## config.mk

```make
export PLATFORM = sky130hd
export DESIGN_NAME = uef_event_flags
export DESIGN_NICKNAME = d
export VERILOG_FILES = /design/src/shared/uef_pkg.sv /design/src/verilog/uef_flag_bit.sv /design/src/verilog/uef_hold_timer.sv /design/src/verilog/uef_event_flags.sv
export SDC_FILE = /design/constraint.sdc
export NUM_CORES = 1
export LEC_CHECK = 0
export ABC_AREA = 1
export BUFFER_PORTS_ARGS = -buffer_cell sky130_fd_sc_hd__buf_2
export CORE_ASPECT_RATIO = 0.5
export CORE_UTILIZATION = 35
export CTS_CLUSTER_DIAMETER = 120
export CTS_CLUSTER_SIZE = 40
export DETAILED_ROUTE_END_ITERATION = 10
export PLACE_DENSITY = 0.68
export SYNTH_ARGS = -nofsm -noshare
export SYNTH_HDL_FRONTEND = slang
export SYNTH_HIERARCHICAL = 1
export SYNTH_SLANG_ARGS = --single-unit
```

## constraint.sdc

```tcl
create_clock -name aclk -period 1.2 [get_ports aclk]
set_input_delay 0.24 -clock aclk [delete_from_list [all_inputs] [get_ports aclk]]
set_output_delay 0.24 -clock aclk [all_outputs]
set_load 0.03 [all_outputs]
```

## src/shared/uef_pkg.sv

```systemverilog
// package: register map, bit positions and timing constants of the usb event flag block
package uef_pkg;
  // register byte offsets (chosen)
  localparam logic [3:0] OFF_EVENT_FLAGS   = 4'h0;
  localparam logic [3:0] OFF_ERROR_ENABLES = 4'h4;
  localparam logic [3:0] OFF_EVENT_ENABLE  = 4'h8;
  localparam logic [3:0] OFF_CONTROL       = 4'hc;
  localparam logic [3:0] OFF_ERROR_FLAGS   = 4'h0;
  // event flag positions
  localparam int FLAG_W       = 8;
  localparam int BIT_STALL    = 7;
  localparam int BIT_ATTACH   = 6;
  localparam int BIT_RESUME   = 5;
  localparam int BIT_IDLE     = 4;
  localparam int BIT_TOKEN    = 3;
  localparam int BIT_FRAME    = 2;
  localparam int BIT_ERRSUM   = 1;
  localparam int BIT_RESET_DT = 0;
  // error enable positions
  localparam int BIT_BITSTUFF = 7;
  localparam int BIT_MATRIX   = 6;
  localparam int BIT_DMA      = 5;
  localparam int BIT_TURN     = 4;
  localparam int BIT_FSIZE    = 3;
  localparam int BIT_CRC16    = 2;
  localparam int BIT_CRC5_EOF = 1;
  localparam int BIT_PID      = 0;
  // control register bit
  localparam int BIT_HOST_EN  = 0;
  localparam logic [7:0] FLAGS_RESET = 8'h00;
  // timing
  localparam int CLK_HZ       = 25000000;
  localparam int K_STATE_NS   = 2500;
  localparam int IDLE_US      = 3000;
  localparam int K_STATE_CYC  = (K_STATE_NS * (CLK_HZ / 1000000) + 999) / 1000;
  localparam int IDLE_CYC     = IDLE_US * (CLK_HZ / 1000000);
  localparam logic [1:0] RESP_OKAY   = 2'b00;
  localparam logic [1:0] RESP_SLVERR = 2'b10;
endpackage

```

## src/verilog/uef_flag_bit.sv

```systemverilog
// one sticky flag: hardware set wins over write-one clear
`timescale 1ns/1ps
`default_nettype none
module uef_flag_bit (
  // clock and reset
  input  wire logic aclk,
  input  wire logic aresetn,
  // set and clear
  input  wire logic set_pulse,
  input  wire logic clr_pulse,
  // state
  output var  logic flag_ff
);
  always_ff @(posedge aclk)
  begin
    if (!aresetn)
      flag_ff <= 1'b0;
    else if (set_pulse)
      flag_ff <= 1'b1;
    else if (clr_pulse)
      flag_ff <= 1'b0;
  end
endmodule
`default_nettype wire

```

## src/verilog/uef_hold_timer.sv

```systemverilog
// counts how long a condition has held and pulses once when the limit is reached
`timescale 1ns/1ps
`default_nettype none
module uef_hold_timer #(
  parameter int LIMIT = 63
) (
  // clock and reset
  input  wire logic aclk,
  input  wire logic aresetn,
  // condition and result
  input  wire logic cond,
  output var  logic reached_ff,
  output var  logic hit_pulse
);
  localparam int CW = $clog2(LIMIT + 1);
  localparam logic [CW-1:0] LIM = CW'(LIMIT);
  logic [CW-1:0] count_ff;

  always_ff @(posedge aclk)
  begin
    if (!aresetn)
      count_ff <= '0;
    else if (!cond)
      count_ff <= '0;
    else if (count_ff != LIM)
      count_ff <= count_ff + CW'(1);
  end

  assign hit_pulse = cond && (count_ff == LIM - CW'(1));

  always_ff @(posedge aclk)
  begin
    if (!aresetn)
      reached_ff <= 1'b0;
    else
      reached_ff <= cond && (count_ff >= LIM - CW'(1));
  end
endmodule
`default_nettype wire

```

## src/verilog/uef_event_flags.sv

```systemverilog
// usb event flag, error enable and interrupt request logic with an axi4-lite slave
//
// The implementer's own choices: register access over AXI4-Lite and the placing of the registers.
`timescale 1ns/1ps
`default_nettype none
module uef_event_flags #(
  parameter int IDLE_CYCLES = uef_pkg::IDLE_CYC
) (
  // clock and reset
  input  wire logic        aclk,
  input  wire logic        aresetn,
  // axi4-lite write address
  input  wire logic        s_axi_awvalid,
  output var  logic        s_axi_awready,
  input  wire logic [3:0]  s_axi_awaddr,
  // axi4-lite write data
  input  wire logic        s_axi_wvalid,
  output var  logic        s_axi_wready,
  input  wire logic [31:0] s_axi_wdata,
  input  wire logic [3:0]  s_axi_wstrb,
  // axi4-lite write response
  output var  logic        s_axi_bvalid,
  input  wire logic        s_axi_bready,
  output var  logic [1:0]  s_axi_bresp,
  // axi4-lite read address
  input  wire logic        s_axi_arvalid,
  output var  logic        s_axi_arready,
  input  wire logic [3:0]  s_axi_araddr,
  // axi4-lite read data
  output var  logic        s_axi_rvalid,
  input  wire logic        s_axi_rready,
  output var  logic [31:0] s_axi_rdata,
  output var  logic [1:0]  s_axi_rresp,
  // bus and protocol events, one-cycle pulses except the bus_idle, line_se0 and k_state levels
  input  wire logic        stall_seen,
  input  wire logic        attach_seen,
  input  wire logic        bus_idle,
  input  wire logic        line_se0,
  input  wire logic        k_state,
  input  wire logic        token_complete,
  input  wire logic        sof_received,
  input  wire logic        sof_threshold,
  input  wire logic        usb_reset_seen,
  input  wire logic        detach_seen,
  input  wire logic [7:0]  error_events,
  // transfer status queue
  output var  logic        status_queue_advance,
  // processor interrupt
  output var  logic        controller_cpu_irq_flag
);
  localparam logic [7:0] W_MASK = 8'hfd;

  logic [7:0] usb_error_enables_ff;
  logic [7:0] usb_event_enable_reg_ff;
  logic [7:0] error_flags_ff;
  logic       host_role_enable_ff;
  logic [7:0] flags;
  logic [7:0] set_vec;
  logic [7:0] clr_vec;
  logic       quiet_reached;
  logic       resume_hit;
  logic       idle_hit;
  logic       aw_held_ff;
  logic       w_held_ff;
  logic [3:0] awaddr_ff;
  logic [31:0] wdata_ff;
  logic [3:0] wstrb_ff;
  logic       wr_fire;
  logic       err_any;

  // quiet-bus qualifier for attach timing; resume and idle timing each have their own count
  uef_hold_timer #(.LIMIT(uef_pkg::K_STATE_CYC)) u_quiet (
    .aclk       (aclk),
    .aresetn    (aresetn),
    .cond       (bus_idle && !line_se0),
    .reached_ff (quiet_reached),
    .hit_pulse  ()
  );
  uef_hold_timer #(.LIMIT(uef_pkg::K_STATE_CYC)) u_resume (
    .aclk       (aclk),
    .aresetn    (aresetn),
    .cond       (k_state),
    .reached_ff (),
    .hit_pulse  (resume_hit)
  );
  uef_hold_timer #(.LIMIT(IDLE_CYCLES)) u_idle (
    .aclk       (aclk),
    .aresetn    (aresetn),
    .cond       (bus_idle),
    .reached_ff (),
    .hit_pulse  (idle_hit)
  );

  // errors masked by the per-error enables; bit 1 role meaning is in the source
  assign err_any = |(error_events & usb_error_enables_ff);

  always_comb
  begin
    set_vec                          = '0;
    set_vec[uef_pkg::BIT_STALL]      = stall_seen;
    set_vec[uef_pkg::BIT_ATTACH]     = attach_seen && host_role_enable_ff
                                       && quiet_reached && !line_se0;
    set_vec[uef_pkg::BIT_RESUME]     = resume_hit;
    set_vec[uef_pkg::BIT_IDLE]       = idle_hit;
    set_vec[uef_pkg::BIT_TOKEN]      = token_complete;
    set_vec[uef_pkg::BIT_FRAME]      = host_role_enable_ff ? sof_threshold
                                                           : sof_received;
    set_vec[uef_pkg::BIT_RESET_DT]   = host_role_enable_ff ? detach_seen
                                                           : usb_reset_seen;
  end

  // write-one clear on the low byte only; bit 1 cannot be cleared here, only by clearing the error flags at OFF_CONTROL
  always_comb
  begin
    clr_vec = '0;
    if (wr_fire && awaddr_ff == uef_pkg::OFF_EVENT_FLAGS && wstrb_ff[0])
      clr_vec = wdata_ff[7:0] & W_MASK;
  end

  genvar gi;
  generate
    for (gi = 0; gi < uef_pkg::FLAG_W; gi++)
    begin : g_flag
      if (gi == uef_pkg::BIT_ERRSUM)
      begin : g_sum
        // summary follows the live latched error state
        assign flags[gi] = |error_flags_ff;
      end
      else
      begin : g_sticky
        uef_flag_bit u_bit (
          .aclk      (aclk),
          .aresetn   (aresetn),
          .set_pulse (set_vec[gi]),
          .clr_pulse (clr_vec[gi]),
          .flag_ff   (flags[gi])
        );
      end
    end
  endgenerate

  // detailed error flags latch only enabled errors, set wins over clear
  always_ff @(posedge aclk)
  begin
    if (!aresetn)
      error_flags_ff <= uef_pkg::FLAGS_RESET;
    else if (wr_fire && awaddr_ff == uef_pkg::OFF_CONTROL && wstrb_ff[0])
      error_flags_ff <= (error_flags_ff & ~wdata_ff[7:0])
                        | (error_events & usb_error_enables_ff);
    else
      error_flags_ff <= error_flags_ff | (error_events & usb_error_enables_ff);
  end

  // token done clear moves the status queue on
  always_ff @(posedge aclk)
  begin
    if (!aresetn)
      status_queue_advance <= 1'b0;
    else
      status_queue_advance <= clr_vec[uef_pkg::BIT_TOKEN]
                              && flags[uef_pkg::BIT_TOKEN];
  end

  // resume enable is left to software outside suspend, not enforced here
  always_ff @(posedge aclk)
  begin
    if (!aresetn)
      controller_cpu_irq_flag <= 1'b0;
    else
      controller_cpu_irq_flag <= |(flags & usb_event_enable_reg_ff);
  end

  // axi write: address and data accepted in either order
  assign wr_fire = aw_held_ff && w_held_ff && !s_axi_bvalid;

  always_ff @(posedge aclk)
  begin
    if (!aresetn)
    begin
      aw_held_ff <= 1'b0;
      awaddr_ff  <= '0;
    end
    else if (s_axi_awvalid && s_axi_awready)
    begin
      aw_held_ff <= 1'b1;
      awaddr_ff  <= s_axi_awaddr;
    end
    else if (wr_fire)
      aw_held_ff <= 1'b0;
  end

  always_ff @(posedge aclk)
  begin
    if (!aresetn)
    begin
      w_held_ff <= 1'b0;
      wdata_ff  <= '0;
      wstrb_ff  <= '0;
    end
    else if (s_axi_wvalid && s_axi_wready)
    begin
      w_held_ff <= 1'b1;
      wdata_ff  <= s_axi_wdata;
      wstrb_ff  <= s_axi_wstrb;
    end
    else if (wr_fire)
      w_held_ff <= 1'b0;
  end

  always_ff @(posedge aclk)
  begin
    if (!aresetn)
    begin
      s_axi_awready <= 1'b0;
      s_axi_wready  <= 1'b0;
    end
    else
    begin
      s_axi_awready <= !aw_held_ff && !(s_axi_awvalid && s_axi_awready) && !s_axi_bvalid;
      s_axi_wready  <= !w_held_ff && !(s_axi_wvalid && s_axi_wready) && !s_axi_bvalid;
    end
  end

  always_ff @(posedge aclk)
  begin
    if (!aresetn)
    begin
      s_axi_bvalid <= 1'b0;
      s_axi_bresp  <= uef_pkg::RESP_OKAY;
    end
    else if (wr_fire)
    begin
      s_axi_bvalid <= 1'b1;
      s_axi_bresp  <= awaddr_ff[1:0] == 2'b00 ? uef_pkg::RESP_OKAY : uef_pkg::RESP_SLVERR;
    end
    else if (s_axi_bready)
      s_axi_bvalid <= 1'b0;
  end

  // writable registers
  always_ff @(posedge aclk)
  begin
    if (!aresetn)
    begin
      usb_error_enables_ff    <= uef_pkg::FLAGS_RESET;
      usb_event_enable_reg_ff <= uef_pkg::FLAGS_RESET;
      host_role_enable_ff     <= 1'b0;
    end
    else if (wr_fire && wstrb_ff[0])
    begin
      case (awaddr_ff)
        uef_pkg::OFF_ERROR_ENABLES: usb_error_enables_ff <= wdata_ff[7:0];
        uef_pkg::OFF_EVENT_ENABLE:  usb_event_enable_reg_ff <= wdata_ff[7:0];
        uef_pkg::OFF_CONTROL:       host_role_enable_ff <= wdata_ff[uef_pkg::BIT_HOST_EN];
        default:                    ;
      endcase
    end
  end

  // axi read: one cycle after arvalid is taken
  always_ff @(posedge aclk)
  begin
    if (!aresetn)
      s_axi_arready <= 1'b0;
    else
      s_axi_arready <= !s_axi_rvalid && !(s_axi_arvalid && s_axi_arready);
  end

  always_ff @(posedge aclk)
  begin
    if (!aresetn)
    begin
      s_axi_rvalid <= 1'b0;
      s_axi_rdata  <= '0;
      s_axi_rresp  <= uef_pkg::RESP_OKAY;
    end
    else if (s_axi_arvalid && s_axi_arready)
    begin
      s_axi_rvalid <= 1'b1;
      s_axi_rresp  <= uef_pkg::RESP_OKAY;
      case (s_axi_araddr)
        uef_pkg::OFF_EVENT_FLAGS:   s_axi_rdata <= {24'h000000, flags};
        uef_pkg::OFF_ERROR_ENABLES: s_axi_rdata <= {24'h000000, usb_error_enables_ff};
        uef_pkg::OFF_EVENT_ENABLE:  s_axi_rdata <= {24'h000000, usb_event_enable_reg_ff};
        uef_pkg::OFF_CONTROL:       s_axi_rdata <= {23'h000000, error_flags_ff,
                                                    host_role_enable_ff};
        default:
        begin
          s_axi_rdata <= '0;
          s_axi_rresp <= uef_pkg::RESP_SLVERR;
        end
      endcase
    end
    else if (s_axi_rready)
      s_axi_rvalid <= 1'b0;
  end
endmodule
`default_nettype wire

```

======== Word-level counts from Yosys, hierarchy flattened ========
Cells that the tools add are included.
storage, ports and cells
  output and inout port bits .............. 43
  bits in registers ....................... 120
  logic and storage cells ................. 133
  bits of input ports ..................... 69
operators by class
  equal/unequal tests ..................... 11
  $add $sub $neg .......................... 3
  bitwise gates (word level) .............. 6
  magnitude comparators ................... 1
  muxes and demuxes ....................... 28
  reduce and logical (&&, ||, !) cells .... 54
operators by type and width
  cell                                                      count
  one-hot mux 9 bit (4 select lines)                        1
  AND 8 bit                                                 3
  logical AND 1 bit                                         23
  two-way mux 1 bit                                         23
  nonzero test 2 bit                                        11
  adder 17 x 1 -> 17 bit, second input constant             1
  == test 17 bit, second input constant                     1
  != test 17 bit, second input constant                     1
  == test 4 bit, second input constant                      4
  two-way mux 8 bit                                         2
  OR 8 bit                                                  2
  OR reduction 8 bit                                        2
  adder 6 x 1 -> 6 bit, second input constant               2
  != test 6 bit, second input constant                      2
  AND reduction 2 bit                                       6
  == test 4 x 3 -> 1 bit, second input constant             2
  zero test 1 bit                                           8
  zero test 4 bit                                           2
  inverter 8 bit                                            1
  == test 6 bit, second input constant                      1
  greater-or-equal comparator 6 bit, second input constant  1
  two-way mux 2 bit                                         2
  OR reduction 4 bit                                        1
  zero test 2 bit                                           1

======== Longest topological paths before layout ========
  word-level depth ........................ 7
  gate-level depth with buffers ........... 9
  depth with buffers taken out ............ 9

======== Modules after synthesis ========
The synthesis kept the hierarchy.
modules (own cells, without submodules)
  module                         instances  cells an instance  area each (um2)  sequential area each (um2)
  uef_event_flags                1          373                2768.9           1161.1
  uef_hold_timer at u_idle       1          147                997.2            360.3
  uef_hold_timer at u_quiet ...  2          46                 349.1            140.1
  uef_flag_bit                   7          6                  43.8             20.0

======== Least setup slack after synthesis ========
Ideal clock, no wire load.
  path type ............................... reg2reg
  from .................................... reg s_axi_bvalid
  to ...................................... reg g_flag[0].g_sticky.u_bit.flag_ff
  arrival time ............................ 1.245 ns
  stages on the path, launching flop included .. 10
  data required time ...................... 1.086 ns
  path slack .............................. -0.159 ns
  setup time .............................. 0.114 ns
  path through ............................ dfxtp_1 > inv_2 > nand3_2 > nor2_4 > buf_8 > nand4_4 > nor2_1 > inv_1 > nand2_1 > a21oi_2
on the way
  cells in the longest elaborated chain, start to end .. 6
RTL lines
  element                              line                    RTL
  start: declaration                   uef_event_flags.sv:22   output var logic s_axi_bvalid,
  start signal: assignment             uef_event_flags.sv:228  s_axi_bvalid <= 1'b0;
  start signal: assignment             uef_event_flags.sv:233  s_axi_bvalid <= 1'b1;
  start signal: assignment             uef_event_flags.sv:237  s_axi_bvalid <= 1'b0;
  zero test 1 bit                      uef_event_flags.sv:174  assign wr_fire = aw_held_ff && w_held_ff && !s_axi_bvalid;
  logical AND 1 bit                    uef_event_flags.sv:174
  logical AND 1 bit (2 in series)      uef_event_flags.sv:116  if (wr_fire && awaddr_ff == uef_pkg::OFF_EVENT_FLAGS && wstrb_ff[0])
  two-way mux 8 bit                    uef_event_flags.sv:116
  named net clr_vec[0]                 uef_event_flags.sv:59   logic [7:0] clr_vec;
  nonzero test 2 bit (no source line)  n/a
  end signal: assignment               uef_flag_bit.sv:17      flag_ff <= 1'b0;
  end signal: assignment               uef_flag_bit.sv:19      flag_ff <= 1'b1;
  end signal: assignment               uef_flag_bit.sv:21      flag_ff <= 1'b0;
  end: declaration                     uef_flag_bit.sv:12      output var logic flag_ff
The timed path passes the listed nets, and every way through them passes these cells.
A chain may end at the register's enable or synchronous reset.

======== Worst setup path in the final report ========
  from .................................... reg s_axi_bvalid
  to ...................................... reg usb_event_enable_reg_ff[1]
on the way
  cells in the longest elaborated chain, start to end .. 4
RTL lines
  element                               line                    RTL
  zero test 1 bit                       uef_event_flags.sv:174
  logical AND 1 bit                     uef_event_flags.sv:174
  logical AND 1 bit                     uef_event_flags.sv:249  else if (wr_fire && wstrb_ff[0])
  AND reduction 2 bit (no source line)  n/a
  end signal: assignment                uef_event_flags.sv:246  usb_event_enable_reg_ff <= uef_pkg::FLAGS_RESET;
  end signal: assignment                uef_event_flags.sv:253  uef_pkg::OFF_EVENT_ENABLE: usb_event_enable_reg_ff <= wdata_ff[7:0];
  end: declaration                      uef_event_flags.sv:54   logic [7:0] usb_event_enable_reg_ff;
No other way between the ends.

==> impl_metrics.yaml <==
global_routing:
  grt_pass1_wl_microns: 18700
  grt_pass1_vias: 3996
  antenna_found_initial: 0
  overflow: 0
  grt_usage: 0.170
  grt_max_degree: 34
clocking:
  clk-insertion-delay-late_ns: 0.35
  cts_tree: "done"
  clkSinkCount: 95
  cts_made_buffers: 9
  path_clk_slew_ns: 0.07
  clockBufferDepth: 2
  root_buffer: "clkbuf_16"
  htreeDepth: 3
sta:
  setup_ws_ns: -0.115
  report.final.hold_viol_count: 0
  rsz0062_at_grt: "true"
  min_period_over_period: 1.10
  setup_violations: 28
  finClkSkew_ns: 0.00721
  period_needed_ns: 1.32
  fmax_ghz: 0.760
  slew_violations: 0
floorplan:
  initial_utilization: 0.363
  num_io_pins: 112
  dieArea_sq_um: 13800
  die_w_microns: 165
  std_cell_rows: 29
  core_sq_um: 12800
  die_y_microns: 83.5
setup_path:
  arrival_ns: 1.56
  worst-path-max-fanout: 4
  critPathCaptureType: "flip-flop"
  crit_required_ns: 1.44
  startpoint_type: "flip-flop"
  worst-setup-path-type: "flip-flop to flip-flop"
routing:
  via_count: 4281
  met2_length_microns: 5420
  routed_via_density: 4.71
  firstDrtPassIters: 6
  route.met3.wl_microns: 529
  dr.max_layer_used: "met4"
  routedWlPerCell_microns: 12.4
  drc: 0
  wl_microns: 11300
  wirelength_met1_microns: 5160
  drtAntennaViolNets: 0
  drtIter0Drc: 247
place:
  finalWeightedCongestion: 0.896
  dp_hpwl_microns: 8130
  place_ws_ns: -0.111
  portBuffers: 59
worst_hold_path:
  hold_path_class: "input pin to flip-flop"
finish:
  fillers: 1261
  nets: 809
  antennaDiodeCount: 0
  area_delta_synth_final_pct: 25.3
  layout-drive-gt1-share: 0.280
logic_synthesis:
  avgSynthCellArea_sq_um: 7.34
  synth_warnings: 6
  netlist_instances: 634
  syn-cell-area_sq_um: 4650
status:
  violations: "negative setup slack"
  outcome: "finished with violations"
job:
  maxCapViolations: 0
pwr:
  p_per_area_nw_per_um2: 1140
  peakVddDrop_mv: 0.628
  leakage_nw: 2.52
  p_total_w: 0.00666
-- final cells by class --
type | count | area [sq um] | share of cell area
Inverter | 79 | 314 | 0.0539
Clock buffer | 13 | 262 | 0.0448
Timing Repair Buffer | 100 | 653 | 0.112
Multi-Input combinational cell | 449 | 2450 | 0.419
Clock inverter | 3 | 16.3 | 0.00279
Tap cell | 170 | 213 | 0.0365
Sequential cell | 95 | 1930 | 0.331
-- layer usage --
layer  vias to the layer above  track usage
met5                         -            0
met4                         0       0.0475
li1                       2204            -
met3                        16       0.0383
met1                      1961        0.216
met2                       100        0.285
-- registers in the layout (all words and copies together), names as in the netlist, 4 cells and up --
signal / cells
wdata_ff: 8
u_idle/count_ff: 17
u_quiet/count_ff: 6
g_flag.g_sticky.u_bit/flag_ff: 7
usb_event_enable_reg_ff: 8
usb_error_enables_ff: 8
u_resume/count_ff: 6
error_flags_ff: 8
s_axi_rdata: 9
awaddr_ff: 4
-- critical path: stages, from the launching register on --
cell	delay [ns]
dfxtp_4	0.35
inv_4	0.06
nand3_4	0.07
nor2_4	0.19
buf_4	0.15
buf_6	0.13
nand2_8	0.08
o21bai_1	0.12
nor2_1	0.05
-- through the flow --
step / instances / utilization / hold slack, ns / area, sq um / TNS, ns
floorplan: 658 / - / 0.362 / 4780 / -0.521
global placement: 878 / 0.412 / 0.427 / 5270 / -0.368
finish: 909 / 0.455 / 0.134 / 5830 / -2.07
global route: 909 / 0.455 / 0.152 / 5830 / -5.33
CTS: 899 / 0.441 / 0.137 / 5640 / -0.578
detailed placement: 878 / 0.412 / 0.432 / 5270 / -0.893
-- repair_timing --
action / CTS / global route
hold buffers: 0 / 0
endpoints found under the setup margin: 37 / 50
gates resized for setup: 16 / 43
gates cloned: 0 / 1
pin swaps: 14 / 7
setup buffers: 5 / 10
-- layout by cell type (no fill, tap or decap), drive strengths merged, types with 2 or more instances in the layout --
master,count
a21oi,53
a31oi,3
buf,100
clkbuf,13
clkinv,4
conb,25
dfxtp,95
ha,6
inv,78
mux2,2
nand2,125
nand3,53
nand4,21
nor2,98
nor3,9
nor4,2
o21ai,36
o21bai,8
o31a,2
xor2,3
-- where the power goes --
group	leakage (nW)	switching, W	internal (W)	total [W]
Combinational	1.60	0.000427	0.000219	0.000646
Sequential	0.778	0.0000786	0.00322	0.00330
Clock	0.139	0.00118	0.00153	0.00271
-- path summary, 6_finish.rpt --
check / start / endpoint / slack [ns] / cells past startpoint
hold reg to reg: s_axi_rvalid / s_axi_arready / 0.43 / 1
setup reg to reg: s_axi_bvalid / usb_event_enable_reg_ff[1] / -0.12 / 8
hold / removal: token_complete / g_flag[3].g_sticky.u_bit/flag_ff / 0.13 / 3
setup / recovery: s_axi_bvalid / usb_event_enable_reg_ff[1] / -0.12 / 8
No activity file was read; power rests on OpenSTA's default activity.
